File: src/hdl/wtp_pkg.sv
// Shared constants, state and carrier types of the windowed I2C target port.
package wtp_pkg;

  // Target address and special byte values.
  localparam logic [6:0]  TARGET_ADDR = 7'h56;
  localparam logic [7:0]  INVALID_BYTE = 8'hEE;
  localparam logic [7:0]  FORCE_BYTE = 8'hFF;

  // Clock and millisecond timing.
  localparam int          CLK_PERIOD_NS = 10;
  localparam int          MS_NS = 1000000;
  localparam int          CYC_PER_MS_DEF = MS_NS / CLK_PERIOD_NS;
  localparam int          MS_CNT_W = 17;
  localparam logic [15:0] TIMEOUT_MS_DEF = 16'h00FA;

  // Field widths and positions.
  localparam int          NUM_EVENTS = 5;
  localparam int          EV_POWER = 0;
  localparam int          EV_TUNING = 1;
  localparam int          EV_TOUCH = 2;
  localparam int          EV_PROX = 3;
  localparam int          EV_HAPTIC = 4;
  localparam logic [3:0]  BITS_PER_BYTE = 4'h8;
  localparam logic [1:0]  RX_CNT_MAX = 2'h2;

  // Reset values.
  localparam logic [15:0] PTR_RST = 16'h0000;
  localparam logic [7:0]  BYTE_RST = 8'h00;
  localparam logic [3:0]  BITC_RST = 4'h0;
  localparam logic [1:0]  NRX_RST = 2'h0;
  localparam logic [15:0] TMO_RST = 16'h0000;
  localparam logic [MS_CNT_W-1:0] MS_CNT_RST = '0;

  typedef enum logic [2:0] {
    WTP_IDLE = 3'b000,
    WTP_ADDR = 3'b001,
    WTP_AACK = 3'b010,
    WTP_RX   = 3'b011,
    WTP_RACK = 3'b100,
    WTP_TX   = 3'b101,
    WTP_TACK = 3'b110
  } wtp_ph_t;

  // Settings and status bits supplied by the device core.
  typedef struct packed {
    logic                  event_mode;
    logic                  halt_mode;
    logic                  close_on_stop;
    logic                  show_reset;
    logic                  flags_pending;
    logic [NUM_EVENTS-1:0] event_mask;
    logic [15:0]           timeout_ms;
  } wtp_cfg_t;

  // Register write strobe toward the register map.
  typedef struct packed {
    logic        we;
    logic [15:0] addr;
    logic [7:0]  data;
  } wtp_wr_t;

  // Whole state of the port.
  typedef struct packed {
    logic                scl_m;
    logic                scl_s;
    logic                scl_p;
    logic                sda_m;
    logic                sda_s;
    logic                sda_p;
    wtp_ph_t             ph;
    logic [3:0]          bitc;
    logic [7:0]          sh;
    logic [7:0]          txsh;
    logic                rw;
    logic                mack;
    logic [1:0]          nrx;
    logic                first_ff;
    logic [15:0]         ptr;
    logic                oe;
    logic                win;
    logic [15:0]         tmo;
    logic [MS_CNT_W-1:0] ms_cnt;
    logic                force_req;
    wtp_wr_t             wr;
  } wtp_state_t;

endpackage

File: src/hdl/wtp_i2c_window_target_port.sv
// I2C target port with ready-line communication windows, timeout and event mode.
`timescale 1ns/1ns

module wtp_i2c_window_target_port #(
  parameter int CYC_PER_MS = wtp_pkg::CYC_PER_MS_DEF  // Clock cycles per millisecond.
) (
  input  wire logic                            clk,         // System clock.
  input  wire logic                            rstn,        // Asynchronous reset, active low.
  input  wire logic                            scl_i,       // Clock pin level.
  input  wire logic                            sda_i,       // Data pin level.
  output wire logic                            sda_o,       // Data pin drive value.
  output wire logic                            sda_oe,      // High while pulling data low.
  output wire logic                            rdy_o,       // Ready pin drive value.
  output wire logic                            rdy_oe,      // High while pulling ready low.
  input  wire logic                            report_tick, // Report-rate cycle pulse.
  input  wire logic [wtp_pkg::NUM_EVENTS-1:0]  event_in,    // Event pulses from the core.
  input  wire wtp_pkg::wtp_cfg_t               cfg,         // Settings and status bits.
  output wire logic [15:0]                     reg_addr,    // Read address to the map.
  output wire logic                            reg_rd,      // Read strobe, one cycle.
  input  wire logic [7:0]                      reg_rdata,   // Read data from the map.
  input  wire logic                            reg_hit,     // Address exists in the map.
  output wire wtp_pkg::wtp_wr_t                reg_wr,      // Register write strobe.
  output wire logic                            win_open,    // Window open status.
  output wire logic                            force_wait   // Forced window pending.
);

  wtp_pkg::wtp_state_t s;
  wtp_pkg::wtp_state_t next_s;

  logic       rise;
  logic       fall;
  logic       start_c;
  logic       stop_c;
  logic       ms_tick;
  logic       ev_hit;
  logic       stream_like;
  logic [7:0] tx_byte;

  localparam int MS_CNT_W = wtp_pkg::MS_CNT_W;

  // Byte sent to the host: the register value only for a mapped address inside a window.
  function automatic logic [7:0] wtp_tx_sel(input logic in_win, input logic hit, input logic [7:0] data);
    if (in_win && hit) begin
      return data;
    end
    return wtp_pkg::INVALID_BYTE;
  endfunction

  assign rise = s.scl_s & ~s.scl_p;
  assign fall = ~s.scl_s & s.scl_p;
  assign start_c = s.scl_s & s.scl_p & s.sda_p & ~s.sda_s;
  assign stop_c = s.scl_s & s.scl_p & ~s.sda_p & s.sda_s;
  assign ms_tick = (s.ms_cnt == MS_CNT_W'(CYC_PER_MS - 1));
  assign ev_hit = |(event_in & cfg.event_mask);
  // Until the reset indicator is acknowledged and flags are read, event mode acts as streaming.
  assign stream_like = ~cfg.event_mode | cfg.show_reset | cfg.flags_pending;
  assign tx_byte = wtp_tx_sel(s.win, reg_hit, reg_rdata);

  always_comb begin
    logic load;
    logic close;
    load = 1'b0;
    close = 1'b0;
    next_s = s;
    next_s.wr.we = 1'b0;
    next_s.scl_m = scl_i;
    next_s.scl_s = s.scl_m;
    next_s.scl_p = s.scl_s;
    next_s.sda_m = sda_i;
    next_s.sda_s = s.sda_m;
    next_s.sda_p = s.sda_s;
    next_s.ms_cnt = ms_tick ? wtp_pkg::MS_CNT_RST : s.ms_cnt + MS_CNT_W'(1);

    if (start_c) begin
      next_s.ph = wtp_pkg::WTP_ADDR;
      next_s.bitc = wtp_pkg::BITC_RST;
      next_s.oe = 1'b0;
    end else if (stop_c) begin
      next_s.ph = wtp_pkg::WTP_IDLE;
      next_s.oe = 1'b0;
      if (!s.rw && s.nrx == 2'h1 && s.first_ff) begin
        next_s.force_req = 1'b1;
      end
      if (s.win && cfg.close_on_stop) begin
        close = 1'b1;
      end
    end else if (rise) begin
      unique case (s.ph)
        wtp_pkg::WTP_ADDR, wtp_pkg::WTP_RX: begin
          next_s.sh = {s.sh[6:0], s.sda_s};
          next_s.bitc = s.bitc + 4'h1;
        end
        wtp_pkg::WTP_TX: begin
          next_s.bitc = s.bitc + 4'h1;
        end
        wtp_pkg::WTP_TACK: begin
          next_s.mack = ~s.sda_s;
        end
        wtp_pkg::WTP_IDLE, wtp_pkg::WTP_AACK, wtp_pkg::WTP_RACK: begin
        end
        default: begin
          next_s.ph = wtp_pkg::WTP_IDLE;
        end
      endcase
    end else if (fall) begin
      unique case (s.ph)
        wtp_pkg::WTP_ADDR: begin
          if (s.bitc == wtp_pkg::BITS_PER_BYTE) begin
            if (s.sh[7:1] == wtp_pkg::TARGET_ADDR) begin
              next_s.oe = 1'b1;
              next_s.rw = s.sh[0];
              next_s.ph = wtp_pkg::WTP_AACK;
            end else begin
              next_s.ph = wtp_pkg::WTP_IDLE;
            end
          end
        end
        wtp_pkg::WTP_AACK: begin
          next_s.bitc = wtp_pkg::BITC_RST;
          if (s.rw) begin
            load = 1'b1;
            next_s.ph = wtp_pkg::WTP_TX;
          end else begin
            next_s.oe = 1'b0;
            next_s.nrx = wtp_pkg::NRX_RST;
            next_s.ph = wtp_pkg::WTP_RX;
          end
        end
        wtp_pkg::WTP_RX: begin
          if (s.bitc == wtp_pkg::BITS_PER_BYTE) begin
            next_s.oe = 1'b1;
            next_s.ph = wtp_pkg::WTP_RACK;
            next_s.nrx = (s.nrx == wtp_pkg::RX_CNT_MAX) ? s.nrx : s.nrx + 2'h1;
            unique case (s.nrx)
              2'h0: begin
                next_s.ptr[7:0] = s.sh;
                next_s.first_ff = (s.sh == wtp_pkg::FORCE_BYTE);
              end
              2'h1: begin
                next_s.ptr[15:8] = s.sh;
              end
              default: begin
                next_s.wr.we = 1'b1;
                next_s.wr.addr = s.ptr;
                next_s.wr.data = s.sh;
                next_s.ptr = s.ptr + 16'h0001;
              end
            endcase
          end
        end
        wtp_pkg::WTP_RACK: begin
          next_s.oe = 1'b0;
          next_s.bitc = wtp_pkg::BITC_RST;
          next_s.ph = wtp_pkg::WTP_RX;
        end
        wtp_pkg::WTP_TX: begin
          if (s.bitc == wtp_pkg::BITS_PER_BYTE) begin
            next_s.oe = 1'b0;
            next_s.ph = wtp_pkg::WTP_TACK;
          end else begin
            next_s.txsh = {s.txsh[6:0], 1'b0};
            next_s.oe = ~s.txsh[6];
          end
        end
        wtp_pkg::WTP_TACK: begin
          if (s.mack) begin
            load = 1'b1;
            next_s.bitc = wtp_pkg::BITC_RST;
            next_s.ph = wtp_pkg::WTP_TX;
          end else begin
            next_s.ph = wtp_pkg::WTP_IDLE;
          end
        end
        wtp_pkg::WTP_IDLE: begin
        end
        default: begin
          next_s.ph = wtp_pkg::WTP_IDLE;
        end
      endcase
    end

    // Loading happens on the falling edge, so the first bit is on the line before the next rise.
    if (load) begin
      next_s.txsh = tx_byte;
      next_s.oe = ~tx_byte[7];
      next_s.ptr = s.ptr + 16'h0001;
    end

    if (s.win) begin
      if (start_c) begin
        next_s.tmo = wtp_pkg::TMO_RST;
      end else if (ms_tick) begin
        if (s.tmo + 16'h0001 >= cfg.timeout_ms) begin
          close = 1'b1;
        end else begin
          next_s.tmo = s.tmo + 16'h0001;
        end
      end
    end
    if (close) begin
      next_s.win = 1'b0;
    end

    // A report or event in the cycle the window closes is ignored; only an already closed window can open.
    if (!s.win) begin
      if (s.force_req && ms_tick) begin
        next_s.win = 1'b1;
        next_s.force_req = 1'b0;
        next_s.tmo = wtp_pkg::TMO_RST;
      end else if (!cfg.halt_mode && ((report_tick && stream_like) || (cfg.event_mode && ev_hit))) begin
        next_s.win = 1'b1;
        next_s.tmo = wtp_pkg::TMO_RST;
      end
    end
  end

  always_ff @(posedge clk or negedge rstn) begin
    if (!rstn) begin
      s <= '{scl_m: 1'b1, scl_s: 1'b1, scl_p: 1'b1, sda_m: 1'b1, sda_s: 1'b1, sda_p: 1'b1,
             ph: wtp_pkg::WTP_IDLE, bitc: wtp_pkg::BITC_RST, sh: wtp_pkg::BYTE_RST,
             txsh: wtp_pkg::BYTE_RST, rw: 1'b0, mack: 1'b0, nrx: wtp_pkg::NRX_RST,
             first_ff: 1'b0, ptr: wtp_pkg::PTR_RST, oe: 1'b0, win: 1'b0,
             tmo: wtp_pkg::TMO_RST, ms_cnt: wtp_pkg::MS_CNT_RST, force_req: 1'b0,
             wr: '{we: 1'b0, addr: wtp_pkg::PTR_RST, data: wtp_pkg::BYTE_RST}};
    end else begin
      s <= next_s;
    end
  end

  assign sda_o = 1'b0;
  assign sda_oe = s.oe;
  assign rdy_o = 1'b0;
  assign rdy_oe = s.win;
  assign reg_addr = s.ptr;
  assign reg_rd = (fall && !start_c && !stop_c && ((s.ph == wtp_pkg::WTP_AACK && s.rw) ||
                                                  (s.ph == wtp_pkg::WTP_TACK && s.mack)));
  assign reg_wr = s.wr;
  assign win_open = s.win;
  assign force_wait = s.force_req;

endmodule

File: config.mk
export PLATFORM = sky130hd
export DESIGN_NAME = wtp_i2c_window_target_port
export DESIGN_NICKNAME = d
export VERILOG_FILES = /design/src/hdl/wtp_pkg.sv /design/src/hdl/wtp_i2c_window_target_port.sv
export SDC_FILE = /design/constraint.sdc
export NUM_CORES = 1
export LEC_CHECK = 0
export ABC_AREA = 1
export BUFFER_PORTS_ARGS = -buffer_cell sky130_fd_sc_hd__buf_2
export CORE_MARGIN = 2
export CORE_UTILIZATION = 40
export CTS_BUF_LIST = sky130_fd_sc_hd__clkbuf_8
export CTS_CLUSTER_DIAMETER = 100
export DETAILED_ROUTE_END_ITERATION = 6
export PLACE_DENSITY_LB_ADDON = 0.12
export SLEW_MARGIN = 20
export SYNTH_ARGS = -nofsm -noshare
export SYNTH_HDL_FRONTEND = slang
export SYNTH_SLANG_ARGS = --single-unit
File: constraint.sdc
create_clock -name clk -period 4.4 [get_ports clk]
set_input_delay 0 -clock clk [delete_from_list [all_inputs] [get_ports clk]]
set_output_delay 0 -clock clk [all_outputs]
set_load 0.01 [all_outputs]
Yosys cells after proc, flatten, opt, wreduce, memory -nomap -nowiden
Index checks and enable logic that the tools add are counted.

storage, ports and cells
  output and inout port bits = 48
  register bits = 110
  input port bits = 45
  word-level logic and storage cells = 218

operators by class
  magnitude comparators = 1
  muxes and demuxes = 84
  equal/unequal tests = 34
  add/subtract/negate cells = 5
  bitwise operators = 21
  reduce and logical (&&, ||, !) cells = 49

operator list
  cell                     count
  $mux W25                 6
  $mux W17                 6
  $mux W16                 4
  $mux W20                 3
  $mux W8                  6
  $reduce_and A7 Y1        6
  $mux W41                 1
  $ne A5 B5 Y1 const B     7
  $add A16 B1 Y16 const B  2
  $pmux W8 S2              2
  $mux W1                  31
  $mux W28                 1
  $mux W7                  4
  $mux W26                 1
  $mux W3                  7
  $pmux W3 S7              1
  $mux W9                  2
  $add A17 B1 Y17 const B  1
  $eq A17 B17 Y1 const B   1
  $ge A16 B16 Y1           1
  $logic_and A1 B1 Y1      13
  $reduce_and A6 Y1        2
  $reduce_bool A4 Y1       3
  $not A1 Y1               11
  other kinds (39)         72

Longest topological paths before layout
Gate-level depths: netlist (run 1).

  depth in word-level cells = 13
  mapped depth = 20
  depth with buffers taken out = 20

Least setup slack after synthesis (run 1)
Ideal clock, no wire load.

  path kind = reg2reg
  from = reg s[43] (netlist name)
  to = reg s[49] (netlist name)
  data arrival time = 2536 ps
  library setup time = 127 ps
  clock period less this slack = 2663 ps
  path buffers = 1
  setup slack = 1737 ps
  stages on the path, launching flop included = 15
  required time = 4273 ps
  path through = dfrtp_1 > ha_1 > nand2_1 > nor2_1 > nand3_1 > nor3_1 > xor2_1 > ha_1 > nand2_1 > o21ai_0 > nor2_1 > clkbuf_1 > nand4_1 > nand3_1 > o21ai_0

RTL lines
  what                      line                               text
  start: declaration        wtp_i2c_window_target_port.sv:27   wtp_pkg::wtp_state_t s;
  start signal: assignment  wtp_i2c_window_target_port.sv:219  s <= '{scl_m: 1'b1, scl_s: 1'b1, scl_p: 1'b1, sda_m: 1'b1, sda_s: 1'b1, sda_p: 1'b1,
  start signal: assignment  wtp_i2c_window_target_port.sv:226  s <= next_s;

==> results.tsv, run 1 <==
metric	value	unit
outcome	completed	
ir_drop	0.1450	mV
cts_buffers	9	
preCtsSetupSlack	0.9210	ns
gp_congestion	0.8289	
nets	1084	
start_util	40.86	%
clockBufferDepth	2	
fillCellCount	1870	
num_antenna_cells	0	
rr_startpoint	s[43]$_DFF_PN0_	
route.vias.total	5986	
htree_levels	3	
wl	16800	um
grt.total_usage	18.85	%
final_cell_mix	239 x nand2_1, 148 x inv_1, 104 x dfrtp_1	
antenna_found_initial	0	
final.setup_skew	0.01360	ns
min_from	cfg[24]	
final_common_cell	nand2_1	
hold_path.class	in -> reg	
cap_violations	0	
synthCells	956	
routedWlPerCell	13.54	um
synth-edff-count	0	
cts.clk_slew.worst_paths	0.11	ns
die_w	136.9	um
ys_ff_latch	110	
die_h	136.9	um
timing.reg2reg.worst_path_depth	13	
hpwl	12590	um
synth_area_leaders	dfrtp_1 37%, nand2_1 13%, inv_1 7.8%	
ys_warn_count	0	
power_density	250.5	nW/um2
clock_latency	0.39	ns
grt_overflow	0	
final_max_slew_viol_count	0	
min_period_over_period	78.15	%
max_freq	290.8	MHz
setup_viol	0	
seqCellArea	2760	um2
cts_tree	built	
synth.largest_area_cell	dfrtp_1	
multi_input_area	3299	um2
endpoint_kind	flop	
critical_path_arrival	3.74	ns
fin_ws	0.9613	ns
drt_iter0_drc	350	
synth_flop_cell	dfrtp_1	
fin_crit	3.439	ns
syn_area	7067	um2
grt_max_degree	70	
netlist.area_leader.share	36.83	%
cp-start-kind	flop	
async_reset_ff_share	100.0	%
grt_pass1_vias	5759	
leakagePower	4.133	nW
vias_per_cell	4.824	
ys_types	42	
worstMarginPinSlew	0.9985	ns
die_area	18750	um2
syn_to_final_growth	8.870	%
power	1.927	mW
drt_first_pass_iters	5	
slew_headroom	33.19	%
grt_setup_unrepaired	false	
port_buffers	90	
drc	0	
finalSetupTns	0	ns
startpoint	s[43]$_DFF_PN0_	
rows	48	
ys_seq_area_share	39.06	%
cts_root_buffer	clkbuf_8	
critical_path_required	4.70	ns
drive_gt1_share	13.78	%
cts_sinks	110	
ios	93	
crit_type	reg -> reg	
cp_max_fo	14	
cts_resized	0	
syn_area_per_cell	7.392	um2
coreArea	17300	um2
hold_viol	0	
whs_path_depth	7	
antenna_left	0	
grt_pass1_wl	28170	um
==> stage by stage <==
stage / cells / hold WS, ns / cell area (um2) / utilization, %
2_1_floorplan: 957 / -0.2956 / 7071 / -
3_3_place_gp: 1211 / 0.1049 / 7376 / 42.64
3_5_place_dp: 1211 / 0.1065 / 7376 / 42.64
4_1_cts: 1241 / 0.02899 / 7694 / 44.48
5_1_grt: 1241 / 0.1005 / 7694 / 44.48
6_report: 1241 / 0.04671 / 7694 / 44.48
==> cell families after synthesis <==
| kind of cell | after synthesis | synth area share (%) |
|---|---|---|
| other | 1 | 0.05307 |
| buffers and inverters | 214 | 14.31 |
| xor gates and xnor gates | 25 | 3.098 |
| adders and majority gates | 28 | 4.958 |
| muxes | 1 | 0.1593 |
| and+or+nand+nor | 432 | 27.46 |
| DFF | 110 | 39.06 |
| AOI/OAI and AO/OA | 145 | 10.91 |
==> critical path, stage by stage (launching register included) <==
cell	delay, ns
dfrtp_1	0.39
ha_1	0.20
nand2_1	0.06
nor2_1	0.39
nand3_1	0.17
nor3_1	0.22
xor2_1	0.23
ha_1	0.28
nand4_1	0.11
nor2_1	0.06
nand2_1	0.37
nand3_1	0.49
nand2_1	0.16
a21boi_0	0.24
==> registers in the layout (all words and copies together) (netlist names) <==
| signal | cells |
|---|---|
| force_wait | 1 |
| next_s | 4 |
| rdy_oe | 1 |
| reg_addr | 16 |
| reg_wr | 25 |
| s | 62 |
| sda_oe | 1 |
==> worst paths after layout <==
kind | endpoint | slack (ns)
max | s[50]$_DFF_PN0_ | 0.96
min reg2reg | next_s[105]$_DFF_PN1_ | 0.35
min in group asynchronous | reg_wr[8]$_DFFE_PN0P_ | 0.27
max reg2reg | s[50]$_DFF_PN0_ | 0.96
max in group asynchronous | next_s[106]$_DFF_PN1_ | 3.02
min | s[57]$_DFF_PN0_ | 0.05
==> synthesized netlist by cell type (2+ instances only) <==
| cell type | n |
|---|---|
| o21ai_1 | 3 |
| nor3_4 | 2 |
| o22ai_1 | 3 |
| o21ai_0 | 86 |
| dfstp_2 | 6 |
| buf_6 | 3 |
| a21oi_1 | 35 |
| a31oi_1 | 5 |
| buf_2 | 4 |
| nand3_2 | 4 |
| clkbuf_1 | 7 |
| buf_4 | 48 |
| nand3_1 | 55 |
| xnor2_1 | 4 |
| nand4_1 | 28 |
| nor3_1 | 23 |
| nor2_1 | 61 |
| o31ai_1 | 3 |
| dfrtp_1 | 104 |
| nor4_1 | 4 |
| o21ai_2 | 2 |
| nand2_2 | 7 |
| ha_1 | 28 |
| xor2_1 | 21 |
| nand2_1 | 239 |
| inv_1 | 146 |
| a21boi_0 | 6 |
| inv_2 | 5 |
==> layer usage <==
layer	routed length, um	vias up	GRT usage [%]
met1	8911	2753	28.69
li1	-	3127	-
met3	543	12	3.296
met2	7173	94	27.89
met5	0	-	0
met4	172	0	4.124
==> area by class of cell <==
cell class | instances | area share, %
multi-input combinational | 633 | 42.88
sequential | 110 | 35.88
timing repair buffer | 106 | 7.904
inverter | 151 | 7.367
tap | 225 | 3.659
clock buffer | 10 | 1.789
clock inverter | 6 | 0.5204
==> report_power, final <==
part / switching (mW) / internal (mW)
Combinational: 0.169 / 0.0771
Sequential: 0.0566 / 1.05
Clock: 0.357 / 0.220
Total: 0.582 / 1.34
==> timing repair <==
action / CTS / global route
buffers inserted: 0 / 0
endpoints found under the hold margin: 76 / 0
hold buffers: 14 / 0
setup endpoints to repair: 0 / 0
Power figures use the tool's default switching activity.
==> run 2: changes to the inputs <==
ABC_AREA = 0   (was 1)
clock period = 3.5 ns   (was 4.4 ns; I/O delays follow)
==> results.tsv, run 2 <==
metric	value	unit	change
critical_path_required	3.83	ns	-0.87 ns
nets	853		-21%
crit_type	reg -> reg		
final_cell_area	7531	um2	-2.1%
postPlaceCellArea	7159	um2	-2.9%
hpwl	11780	um	-6.5%
seqPwrFrac	54.3	%	-3.0 points
critical_path_arrival	3.65	ns	-0.09 ns
gp_congestion	0.8714		+5.1%
hold_path.class	in -> reg		
switching_share	29.61	%	-0.61 points
grt.total_usage	18.72	%	-0.14 points
grt_overflow	0		unchanged
drc	0		unchanged
route.vias.total	5509		-8.0%
synth.top_cells.by_count	104 x dfrtp_1, 59 x nand2_1, 49 x nor2_1, 46 x inv_1, 44 x buf_4		
die_h	133.7	um	-2.4%
clock_latency	0.39	ns	about the same
grt_pass1_vias	5425		-5.8%
largest_reg_flops	62		unchanged
max_freq	300.7	MHz	+3.4%
finalSetupTns	0	ns	unchanged
cap_violations	0		unchanged
htree_levels	3		unchanged
cp_max_fo	5		-9
cp-start-kind	flop		
syn_area_per_cell	9.432	um2	+28%
cts.clk_slew.worst_paths	0.10	ns	about the same
async_reset_ff_share	100.0	%	unchanged
preCtsSetupSlack	-0.1448	ns	-1.066 ns
synth-edff-count	0		unchanged
cts_root_buffer	clkbuf_8		
num_antenna_cells	0		unchanged
intPower	1.913	mW	+42%
cts_tree	built		
port_buffers	90		unchanged
fin_util	45.57	%	+1.1 points
grt_max_degree	74		+5.7%
antenna_left	0		unchanged
min_period_over_period	95.03	%	+17 points
fin_crit	3.326	ns	-0.1128 ns
clockBufferDepth	2		unchanged
ys_seq_area_share	41.04	%	+2.0 points
synth.largest_area_cell	dfrtp_1		
coreArea	16520	um2	-4.5%
start_util	40.70	%	-0.16 points
drt_first_pass_iters	7		+2
netlist.area_leader.share	38.70	%	+1.9 points
final_cell_mix	103 x dfrtp_1, 89 x buf_2, 58 x nand2_1		
synth_flop_cell	dfrtp_1		
power	2.717	mW	+41%
cts_sinks	110		unchanged
worstMarginPinSlew	0.9370	ns	-0.06148 ns
routedWlPerCell	16.22	um	+20%
fin_ws	0.1741	ns	-0.7872 ns
wl	16290	um	-3.0%
hold_viol	0		unchanged
die_area	17870	um2	-4.7%
final_common_cell	dfrtp_1		
syn_area	6725	um2	-4.8%
ir_drop	0.1960	mV	+35%
final.setup_skew	0.01481	ns	+0.001206 ns
synthCells	713		-25%
post-synth-top-count-cell	dfrtp_1		
grt_pass1_wl	26880	um	-4.6%
p_sw	804.6	uW	+38%
ys_warn_count	0		unchanged
ios	93		unchanged
endpoint_kind	flop		
cts_buffers	9		unchanged
antenna_found_initial	0		unchanged
vias_per_cell	5.487		+14%
outcome	completed		
drive_gt1_share	23.98	%	+10 points
clkPwrFrac	31.5	%	+1.6 points
power_density	360.8	nW/um2	+44%
drt_iter0_drc	336		-4.0%
regMostFlops	s		
ys_types	73		+74%
leakagePower	3.521	nW	-15%
ys_ff_latch	110		unchanged
final_max_slew_viol_count	0		unchanged
setup_viol	0		unchanged
synth_area_leaders	dfrtp_1 39%, mux2_2 5.4%, ha_1 5.2%		
rows	47		-2.1%
syn_to_final_growth	11.98	%	
slew_headroom	37.53	%	+4.3 points
die_w	133.7	um	-2.4%
combPwrFrac	14.2	%	+1.4 points
==> run 2: worst max-delay path, cell delays in order, from the launching register on <==
cell and delay (ns):
dfrtp_2 0.43, nand3_2 0.09, or3_1 0.43, nor2_2 0.15, nand3_1 0.14, xnor2_1 0.16
ha_1 0.29, nand4_1 0.12, nor3_2 0.18, or4b_4 0.51, nand4_1 0.18, buf_4 0.16
mux2_2 0.33, nand3_1 0.09
==> run 2: cell type report <==
class | instances | area [um2]
fill | 1559 | 8994
multi-input combinational | 488 | 3369
sequential | 110 | 2761
timing repair buffer | 125 | 740.7
tap | 220 | 275.3
inverter | 46 | 172.7
clock buffer | 9 | 123.9
clock inverter | 6 | 87.58
==> run 2: worst paths after layout <==
kind / from / endpoint / slack [ns] / depth (start not counted)
worst max-delay path: s[43]$_DFF_PN0_ / s[54]$_DFF_PN0_ / 0.17 / 13
max in group asynchronous: rstn / s[49]$_DFF_PN0_ / 2.34 / 3
worst max register to register: s[43]$_DFF_PN0_ / s[54]$_DFF_PN0_ / 0.17 / 13
min in group asynchronous: rstn / s[86]$_DFFE_PN0P_ / 0.28 / 2
worst min-delay path: reg_rdata[1] / s[83]$_DFFE_PN0P_ / 0.02 / 3
worst min register to register: next_s[109]$_DFF_PN1_ / next_s[108]$_DFF_PN1_ / 0.36 / 0
==> run 2: through the flow <==
stage / instances / hold slack, ns
floorplan: 714 / -0.2956
global placement: 974 / 0.1069
detailed placement: 974 / 0.1064
CTS: 1001 / 0.007897
global route: 1004 / 0.02221
finish: 1004 / 0.02034
==> run 2: cells by family after synthesis <==
family | Yosys count | synth area share (%)
muxes | 46 | 7.498
DFF | 110 | 41.04
buffers and inverters | 116 | 9.228
AOI/OAI and AO/OA | 145 | 14.73
and+or+nand+nor | 238 | 18.46
other | 1 | 0.05576
xor gates and xnor gates | 29 | 3.777
adders and majority gates | 28 | 5.209
==> run 2: per-layer routing <==
layer	up-vias	wire length (um)	share of wire, %	global-route usage (%)
li1	2658	-	-	-
met1	2646	7432	46	24.12
met2	172	7792	48	31.24
met3	33	697	4.3	4.300
met4	0	364	2.2	6.028
met5	-	0	0	0
==> run 2: power by group through the flow <==
stage | clock network, mW | logic [mW] | registers, mW
final | 0.856 | 0.386 | 1.48
after global routing | 0.943 | 0.438 | 1.49
after CTS | 0.880 | 0.389 | 1.48
after detailed placement | 0 | 0.377 | 1.50
after global placement | 0 | 0.368 | 1.50
after floorplan | 0 | 0.257 | 1.43
==> run 2: what timing repair did <==
item | CTS | global route
hold buffers | 10 | 0
endpoints found under the hold margin | 73 | 0
endpoints found under the setup margin | 14 | 16
gates resized for setup | 3 | 3
pin swaps | 0 | 3
setup buffers | 2 | 3
==> run 3: changes to the inputs <==
CTS_BUF_LIST = unset   (was sky130_fd_sc_hd__clkbuf_8)
TNS_END_PERCENT = 30   (was unset)
==> results.tsv, run 3 (same netlist as run 2, synthesis figures left out) <==
metric	value	unit	change
power	2.960	mW	+8.9%
cts_buffers	9		unchanged
intPower	2.137	mW	+12%
ir_drop	0.2748	mV	+40%
syn_to_final_growth	12.89	%	
final_max_slew_viol_count	0		unchanged
vias_per_cell	5.477		-0.18%
cts_sinks	110		unchanged
cp_max_fo	5		unchanged
critical_path_required	3.79	ns	-0.04 ns
leakagePower	3.547	nW	+0.72%
drive_gt1_share	24.10	%	+0.12 points
wl	16160	um	-0.80%
route.vias.total	5477		-0.58%
num_antenna_cells	0		unchanged
final_cell_mix	103 x dfrtp_1, 89 x buf_2, 58 x nand2_1		
die_w	133.7	um	unchanged
whs	0.03467	ns	+0.01433 ns
cts_root_buffer	clkbuf_16		
cts_tree	built		
critical_path_arrival	3.60	ns	-0.05 ns
power_density	389.8	nW/um2	+8.0%
seqPwrFrac	49.7	%	-4.6 points
clockBufferDepth	2		unchanged
switching_share	27.79	%	-1.8 points
seqCellArea	2761	um2	unchanged
hold_viol	0		unchanged
regMostFlops	s		
r2r_slack	0.19	ns	about the same
setup_viol	0		unchanged
crit_type	reg -> reg		
rows	47		unchanged
grt.total_usage	18.54	%	-0.17 points
coreArea	16520	um2	unchanged
cp-start-kind	flop		
fin_crit	3.315	ns	-0.01118 ns
die_h	133.7	um	unchanged
die_area	17870	um2	unchanged
slew_headroom	37.44	%	-0.095 points
clkPwrFrac	37.3	%	+5.8 points
combPwrFrac	12.9	%	-1.3 points
cts.clk_slew.worst_paths	0.07	ns	-0.03 ns
clock_latency	0.35	ns	-0.04 ns
min_period_over_period	94.71	%	-0.32 points
grt_pass1_wl	26770	um	-0.38%
drc	0		unchanged
p_sw	822.5	uW	+2.2%
max_freq	301.7	MHz	+0.34%
antenna_found_initial	0		unchanged
fillCellCount	1546		-0.83%
port_buffers	90		unchanged
drt_iter0_drc	308		-8.3%
grt_pass1_vias	5420		-0.092%
endpoint_kind	flop		
outcome	completed		
grt_max_degree	74		unchanged
start_util	40.70	%	unchanged
hold_path.class	in -> reg		
finalSetupTns	0	ns	unchanged
grt_overflow	0		unchanged
whs_path_depth	3		unchanged
ios	93		unchanged
gp_congestion	0.8714		unchanged
routedWlPerCell	16.16	um	-0.41%
htree_levels	3		unchanged
hpwl	11780	um	unchanged
cap_violations	0		unchanged
final_common_cell	dfrtp_1		
timing.reg2reg.worst_path_depth	13		unchanged
largest_reg_flops	62		unchanged
nets	849		-0.47%
worstMarginPinSlew	0.9384	ns	+0.001427 ns
final.setup_skew	0.01135	ns	-0.003457 ns
multi_input_area	3369	um2	unchanged
drt_first_pass_iters	5		-2
antenna_left	0		unchanged
run 3: changes by cell type in the layout (fill, tap and decap cells not counted):
cell and delta:
inv_1 -1, clkbuf_8 -9, dlygate4sd3_1 -4, clkbuf_16 +9, clkbuf_1 +1
run 3: final timing paths:
check / to / startpoint
setup / recovery: s[54]$_DFF_PN0_ / s[43]$_DFF_PN0_
hold / removal: s[87]$_DFFE_PN0P_ / reg_rdata[5]
setup reg to reg: s[54]$_DFF_PN0_ / s[43]$_DFF_PN0_
hold reg to reg: next_s[105]$_DFF_PN1_ / next_s[106]$_DFF_PN1_
max in group asynchronous: s[49]$_DFF_PN0_ / rstn
min in group asynchronous: s[86]$_DFFE_PN0P_ / rstn
run 3: power groups by stage:
stage          clock [mW]  sequential, mW  combinational [mW]
5_1_grt              1.19            1.49               0.434
4_1_cts              1.14            1.48               0.385
3_3_place_gp            0            1.50               0.368
2_1_floorplan           0            1.43               0.257
3_5_place_dp            0            1.50               0.377
6_report             1.11            1.47               0.382
run 3: worst max-delay path, stage by stage, from the launching register on:
cell	delay (ns)
dfrtp_2	0.42
nand3_2	0.09
or3_1	0.43
nor2_2	0.15
nand3_1	0.14
xnor2_1	0.16
ha_1	0.29
nand4_1	0.12
nor3_2	0.18
or4b_4	0.51
nand4_1	0.17
buf_4	0.16
mux2_2	0.33
nand3_1	0.09
run 3: metal layers:
layer | routed length (um) | vias to the layer above | track usage (%)
met1 | 7496 | 2667 | 24.15
met2 | 7797 | 135 | 31.36
li1 | - | 2651 | -
met4 | 333 | 0 | 7.210
met3 | 529 | 24 | 2.511
met5 | 0 | - | 0
run 3: what timing repair did:
action	4_1_cts	5_1_grt
cloned	0	0
buffers inserted	2	3
setup endpoints to repair	14	16
resized for setup	3	3
hold endpoints to repair	69	0
hold buffers	6	0
pin swaps	0	3
run 3: layout make-up:
cell class	instances	share of cell area (%)
tap	220	3.626
clock buffer	10	3.016
timing repair buffer	121	9.229
clock inverter	5	1.104
multi-input combinational	488	44.38
inverter	46	2.274
sequential	110	36.37
run 3: through the flow:
stage	instance area [um2]	setup WS, ns	cells	util, %
6_report	7592	0.1853	1000	45.95
5_1_grt	7592	-0.004228	1000	45.95
4_1_cts	7560	0.05559	997	45.75
3_5_place_dp	7159	-0.1448	974	43.33
3_3_place_gp	7159	0.07785	974	43.33
2_1_floorplan	6729	0.1598	714	-
